===== config.mk =====
export PLATFORM = sky130hd
export DESIGN_NAME = cwx_core
export DESIGN_NICKNAME = d
export VERILOG_FILES = /design/src/cwx_stack_mem.v /design/src/cwx_core.v
export VERILOG_INCLUDE_DIRS = /design/src /design/src/src
export SDC_FILE = /design/constraint.sdc
export NUM_CORES = 1
export LEC_CHECK = 0
export BUFFER_PORTS_ARGS = -buffer_cell sky130_fd_sc_hd__buf_2
export CAP_MARGIN = 20
export CORE_MARGIN = 2
export CORE_UTILIZATION = 61
export CTS_CLUSTER_DIAMETER = 80
export DETAILED_ROUTE_END_ITERATION = 16
export PLACE_DENSITY = 0.79
export SYNTH_ARGS = -nofsm -noshare
export SYNTH_HDL_FRONTEND = slang
export SYNTH_HIERARCHICAL = 1
export SYNTH_SLANG_ARGS = --single-unit

===== constraint.sdc =====
create_clock -name REF_CLK -period 4.3 [get_ports REF_CLK]
set_clock_uncertainty 0.05 [all_clocks]
set_input_delay 0.86 -clock REF_CLK [delete_from_list [all_inputs] [get_ports REF_CLK]]
set_output_delay 0.86 -clock REF_CLK [all_outputs]
set_load 0.05 [all_outputs]

===== src/cwx_defines.vh =====
`ifndef CWX_DEFINES_VH
`define CWX_DEFINES_VH
`define CWX_CALL_HI 7'h76
`define CWX_CALL2_HI 4'hf
`define CWX_ZERO_HI 7'h35
`define CWX_KICK_WORD 16'h0004
`define CWX_RET_INC 21'h000004
`define CWX_Q1 2'h0
`define CWX_Q2 2'h1
`define CWX_Q3 2'h2
`define CWX_Q4 2'h3
`define CWX_STACK_DEPTH 5'h1f
`define CWX_ZERO_BIT 2
`define CWX_ACCESS_BANK 4'h0
`define CWX_PC_STEP 21'h000002
`define CWX_PC_RESET 21'h000000
`define CWX_NOP_WORD 16'hffff
`define CWX_CLEAR_DATA 8'h00
`define CWX_FLAG_SET 1'b1
`endif


===== src/cwx_stack_mem.v =====
`timescale 1ns/1ps
`default_nettype none
module cwx_stack_mem (
  input wire clk,
  input wire wr_en,
  input wire [4:0] wr_addr,
  input wire [20:0] wr_data,
  input wire [4:0] rd_addr,
  output reg [20:0] rd_data
);
  reg [20:0] mem [0:31];
  always @(posedge clk) begin
    if (wr_en) begin
      mem[wr_addr] <= wr_data;
    end
    rd_data <= mem[rd_addr];
  end
endmodule // cwx_stack_mem
`default_nettype wire


===== src/cwx_core.v =====
`timescale 1ns/1ps
`default_nettype none
`include "cwx_defines.vh"
module cwx_core (
  input wire REF_CLK,
  input wire RST_N,
  input wire [15:0] INSTR,
  input wire [15:0] NEXT_WORD,
  input wire INSTR_VALID,
  input wire [7:0] ACCUMULATOR,
  input wire [7:0] FLAGS_IN,
  input wire [3:0] BANK_SELECT_REGISTER,
  input wire WDOG_TIMEOUT,
  input wire SLEEP_ENTRY,
  output reg [20:0] PC,
  output reg [20:0] STACK_TOP,
  output reg [4:0] STACK_PTR,
  output reg [7:0] ACC_SHADOW,
  output reg [7:0] FLAGS_SHADOW,
  output reg [3:0] BANK_SELECT_SHADOW,
  output reg [1:0] QPHASE,
  output reg FILE_WE,
  output reg [11:0] FILE_ADDR,
  output reg [7:0] FILE_WDATA,
  output reg ZERO_SET,
  output reg WDOG_CLEAR,
  output reg WDOG_EXPIRED_N,
  output reg SLEEP_FLAG_N,
  output reg BUSY
);
  localparam S_EXEC = 1'b0;
  localparam S_NOP = 1'b1;

  reg state;
  reg next_state;
  reg [15:0] cur;
  reg [7:0] lit_lo;
  wire [20:0] stack_rd;
  wire [20:0] ret_addr;
  wire [4:0] push_addr;
  wire in_exec;
  wire push;
  wire call_taken;
  wire kick_now;

  function is_call;
    input [15:0] w;
    begin
      is_call = (w[15:9] == `CWX_CALL_HI);
    end
  endfunction

  function is_call_tail;
    input [15:0] w;
    begin
      is_call_tail = (w[15:12] == `CWX_CALL2_HI);
    end
  endfunction

  function is_zero_file;
    input [15:0] w;
    begin
      is_zero_file = (w[15:9] == `CWX_ZERO_HI);
    end
  endfunction

  function is_kick;
    input [15:0] w;
    begin
      is_kick = (w == `CWX_KICK_WORD);
    end
  endfunction

  function [11:0] bank_addr;
    input [15:0] w;
    input [3:0] bank_select_register;
    begin
      // access bank when a=0 overrides bank select
      bank_addr = w[8] ? {bank_select_register, w[7:0]} : {`CWX_ACCESS_BANK, w[7:0]};
    end
  endfunction

  assign in_exec = (state == S_EXEC);
  assign ret_addr = PC + `CWX_RET_INC;
  assign push_addr = STACK_PTR + 5'h01;
  assign push = in_exec && (QPHASE == `CWX_Q3) && is_call(cur);
  assign call_taken = in_exec && (QPHASE == `CWX_Q4) && is_call(cur) && is_call_tail(NEXT_WORD);
  assign kick_now = in_exec && (QPHASE == `CWX_Q4) && is_kick(cur);

  // no pop here, so a wrapped stack silently overwrites the oldest entry
  cwx_stack_mem u_stack (
    .clk(REF_CLK),
    .wr_en(push),
    .wr_addr(push_addr),
    .wr_data(ret_addr),
    .rd_addr(STACK_PTR),
    .rd_data(stack_rd)
  );

  // quarter counter, four clocks per instruction cycle
  always @(posedge REF_CLK or negedge RST_N) begin
    if (!RST_N) begin
      QPHASE <= `CWX_Q1;
    end else begin
      QPHASE <= QPHASE + 2'h1;
    end
  end

  always @* begin
    next_state = state;
    case (state)
      S_EXEC: begin
        if (call_taken) begin
          next_state = S_NOP;
        end
      end
      S_NOP: begin
        // refill cycle, words fetched here are dropped
        if (QPHASE == `CWX_Q4) begin
          next_state = S_EXEC;
        end
      end
      default: begin
        next_state = S_EXEC;
      end
    endcase
  end

  always @(posedge REF_CLK or negedge RST_N) begin
    if (!RST_N) begin
      state <= S_EXEC;
    end else begin
      state <= next_state;
    end
  end

  always @(posedge REF_CLK or negedge RST_N) begin
    if (!RST_N) begin
      BUSY <= 1'b0;
    end else if (in_exec && QPHASE == `CWX_Q1) begin
      BUSY <= INSTR_VALID && is_call(INSTR);
    end else if (in_exec && QPHASE == `CWX_Q4 && !call_taken) begin
      // refused call: no refill cycle follows
      BUSY <= 1'b0;
    end else if (!in_exec && QPHASE == `CWX_Q4) begin
      BUSY <= 1'b0;
    end
  end

  always @(posedge REF_CLK or negedge RST_N) begin
    if (!RST_N) begin
      cur <= `CWX_NOP_WORD;
      lit_lo <= 8'h00;
    end else if (in_exec) begin
      if (QPHASE == `CWX_Q1) begin
        // invalid fetch becomes a word that decodes to nothing
        cur <= INSTR_VALID ? INSTR : `CWX_NOP_WORD;
      end
      if (QPHASE == `CWX_Q2 && is_call(cur)) begin
        lit_lo <= cur[7:0];
      end
    end
  end

  always @(posedge REF_CLK or negedge RST_N) begin
    if (!RST_N) begin
      PC <= `CWX_PC_RESET;
    end else if (call_taken) begin
      PC <= {NEXT_WORD[11:0], lit_lo, 1'b0};
    end else if (in_exec && QPHASE == `CWX_Q4) begin
      PC <= PC + `CWX_PC_STEP;
    end
  end

  always @(posedge REF_CLK or negedge RST_N) begin
    if (!RST_N) begin
      STACK_PTR <= 5'h00;
      STACK_TOP <= 21'h000000;
    end else if (push) begin
      STACK_PTR <= push_addr;
      STACK_TOP <= ret_addr;
    end else if (!in_exec && QPHASE == `CWX_Q1) begin
      // reload from memory so the port shows the stored entry
      STACK_TOP <= stack_rd;
    end
  end

  always @(posedge REF_CLK or negedge RST_N) begin
    if (!RST_N) begin
      ACC_SHADOW <= 8'h00;
      FLAGS_SHADOW <= 8'h00;
      BANK_SELECT_SHADOW <= 4'h0;
    end else if (push && cur[8]) begin
      ACC_SHADOW <= ACCUMULATOR;
      FLAGS_SHADOW <= FLAGS_IN;
      BANK_SELECT_SHADOW <= BANK_SELECT_REGISTER;
    end
  end

  always @(posedge REF_CLK or negedge RST_N) begin
    if (!RST_N) begin
      FILE_WE <= 1'b0;
      FILE_ADDR <= 12'h000;
      FILE_WDATA <= 8'h00;
      ZERO_SET <= 1'b0;
    end else begin
      FILE_WE <= 1'b0;
      ZERO_SET <= 1'b0;
      if (in_exec && is_zero_file(cur)) begin
        case (QPHASE)
          `CWX_Q2: begin
            FILE_ADDR <= bank_addr(cur, BANK_SELECT_REGISTER);
          end
          `CWX_Q3: begin
            FILE_WDATA <= `CWX_CLEAR_DATA;
          end
          `CWX_Q4: begin
            FILE_WE <= 1'b1;
            ZERO_SET <= 1'b1;
          end
          default: begin
            FILE_WE <= 1'b0;
          end
        endcase
      end
    end
  end

  always @(posedge REF_CLK or negedge RST_N) begin
    if (!RST_N) begin
      WDOG_CLEAR <= 1'b0;
      WDOG_EXPIRED_N <= `CWX_FLAG_SET;
      SLEEP_FLAG_N <= `CWX_FLAG_SET;
    end else begin
      WDOG_CLEAR <= kick_now;
      // timeout or sleep entry in the kick cycle wins, so no event is lost
      if (WDOG_TIMEOUT) begin
        WDOG_EXPIRED_N <= 1'b0;
      end else if (kick_now) begin
        WDOG_EXPIRED_N <= `CWX_FLAG_SET;
      end
      if (SLEEP_ENTRY) begin
        SLEEP_FLAG_N <= 1'b0;
      end else if (kick_now) begin
        SLEEP_FLAG_N <= `CWX_FLAG_SET;
      end
    end
  end
endmodule // cwx_core
`default_nettype wire


==> results.toml <==
[placed_design]
port_buffers = 142
place.gp.congestion = 0.868
place_hpwl_mm = 45.2

[floorplan]
io_pins = 152
row_count = 84
initial_core_util_pct = 61.5
dieHeight_um = 234
coreArea_um2 = 52400
die_w_um = 234
die_area_um2 = 54700

[finish]
area_growth_syn_to_layout_pct = 13.9
layout-drive-gt1-share_pct = 20.5
nets = 2303
fill_cells = 3252

[power_and_ir_drop]
p_leak_nw = 14.0
p_per_area_nw_per_um2 = 451
irDropWorstVdd_mv = 0.402
power.total_mw = 16.6

[timing]
hold_viol = 0
post-route-period-util_pct = 74.7
post-route-min-period_ns = 3.21
max_freq_mhz = 311
rsz0062_at_grt = "no"
tightest_slew_ns = 1.06
setup_tns_ns = 0
setup_violations = 0
slew_viol_final = 0
slew_headroom_pct = 29.4
worst_hold_slack_ns = 0.272

[clock_network]
cts_setup_buffers = 0
path_clk_slew_ns = 0.06
cts_resized = 0
clock-root-buffer = "clkbuf_16"
cts.path.max_buffers = 3
numCtsBuffers = 79
hold_buffers = 0
cts_max_level = 3
cts_tree = "yes"
clk_latency_ns = 0.63
cts_sinks = 803

[logic_synthesis]
synth_ff_type = "edfxtp_1"
ys_seq_elements = 803
synth_area_per_cell_um2 = 16.0
syn_inst = 2013
ys_types = 68
ys_seq_area_share_pct = 72.5
async_reset_ff_share_pct = 13.7
synth_edf_count = 672
ys_warn_count = 6
syn_area_um2 = 32300

[global_route]
use_met2_pct = 45.3
grt-ovfl-total = 0
antenna_found_initial = 1
grt_pass1_wl_mm = 115
met1_usage_pct = 39.9
grt_pass1_vias = 19100
grt_max_degree = 113
grt_use_total_pct = 28.5
groute.layer.met3.usage_pct = 4.47
busiest_layer = "met2"

[critical_path]
worstSetupPathType = "flop to primary output"
worstPathArrival_ns = 2.30
startpoint_type = "flop"
endpoint_kind = "primary output"
critPathMaxFanout = 51
critPathLaunch = "STACK_PTR[0]"
crit-reg2reg-launch = "STACK_PTR[1]"
worst-endpoint-required_ns = 3.39

[worst_hold_path]
hold_class = "input pin to async pin"

[drt]
vias = 19000
drc = 0
via_per_inst = 6.36
antenna_left = 0
finalWirelength_mm = 76.6
first_iter_violations = 2161
drt_pass1_iterations = 5
wl_per_cell_um = 25.6

[flow_run]
maxCapViolCount = 0

[status]
status = "finished, final reports clean"
## metrics by stage
stage	instances	utilization, %	worst slack (ns)	cell area, um^2
2_1_floorplan	2053	-	0.927	32400
3_3_place_gp	2845	65.0	1.47	34100
3_5_place_dp	2845	65.0	1.30	34100
4_1_cts	2992	70.0	1.08	36700
5_1_grt	2993	70.0	1.01	36700
6_report	2994	70.1	1.09	36700
## kinds of logic (layout without fill, tap and decap cells)
| logic type | after synthesis | after routing | share of synthesized area [%] |
|---|---|---|---|
| XOR/XNOR | 24 | 24 | 0.698 |
| other | 1 | 42 | 0.0116 |
| AND/OR/NAND/NOR | 376 | 376 | 5.95 |
| adder cells (fa/ha/maj) | 7 | 7 | 0.272 |
| buffers and inverters | 134 | 386 | 2.63 |
| AO/OA/AOI/OAI | 292 | 292 | 6.15 |
| multiplexers | 376 | 376 | 11.8 |
| flip-flops | 803 | 803 | 72.5 |
## area by class of cell
class | count | area (um^2) | share of cell area [%]
Multi-Input combinational cell | 1116 | 8400 | 22.9
Clock inverter | 24 | 303 | 0.824
Sequential cell | 803 | 23400 | 63.6
Antenna cell | 1 | 2.50 | 0.00681
Tap cell | 688 | 861 | 2.34
Inverter | 9 | 35.0 | 0.0954
Clock buffer | 123 | 2310 | 6.30
Timing Repair Buffer | 230 | 1440 | 3.93
## layer usage
layer / routed length [um] / up-vias
met2: 36900 / 1137
met3: 7430 / 177
met1: 29700 / 9514
met4: 2560 / 0
li1: - / 8203
met5: 0 / -
## critical path: stages, from the launching register on
cell and delay [ns]:
dfrtp_4 0.53, buf_4 0.72, buf_2 0.40
## cells in the mapped netlist (all sizes together) (22+ instances only)
| master | number | area (um^2) |
|---|---|---|
| a31oi | 22 | 138 |
| a21oi | 69 | 349 |
| o21ai | 36 | 180 |
| nand2 | 109 | 414 |
| clkbuf | 48 | 189 |
| mux2 | 37 | 417 |
| buf | 77 | 624 |
| a22o | 42 | 368 |
| a22oi | 84 | 631 |
| edfxtp | 672 | 20200 |
| nand3 | 85 | 453 |
| nand4 | 33 | 234 |
| nor2 | 61 | 234 |
| mux2i | 339 | 3390 |
| dfrtp | 92 | 2300 |
| nor3 | 24 | 120 |
## placed cells by master (no fill, tap or decap), types with 30 or more instances in the layout
master       n
nand4_1     30
nor2_2      34
a21oi_1     68
buf_2      141
conb_1      41
o21ai_0     36
a22o_1      42
nand2_1    107
mux2i_1    339
a22oi_1     84
mux2_2      30
clkbuf_16   80
edfxtp_1   672
dfrtp_1     91
nand3_1     81
buf_4       84
## state kept, by name (all words and copies together), names as in the netlist, 2 cells and up
signal	count
ACC_SHADOW	8
BANK_SELECT_SHADOW	4
FILE_ADDR	12
FLAGS_SHADOW	8
PC	20
QPHASE	2
STACK_PTR	5
STACK_TOP	21
cur	16
lit_lo	8
u_stack/mem	672
u_stack/rd_data	21
## worst paths after layout
check                                         to  slack, ns  cells past startpoint
min in group REF_CLK                SLEEP_FLAG_N       0.31                      2
max in group asynchronous                 cur[4]       2.96                      2
min reg2reg                         FILE_ADDR[8]       0.43                      2
min                        BANK_SELECT_SHADOW[0]       0.27                      1
max reg2reg                  u_stack/mem[17][18]       1.12                      6
max                                 STACK_PTR[0]       1.09                      2
## report_power, final
part,switching [mW],internal (mW)
clock network,2.86,4.03
registers,0.0727,8.54
logic,0.716,0.363
Note: power is estimated with default switching activity, not from simulation.
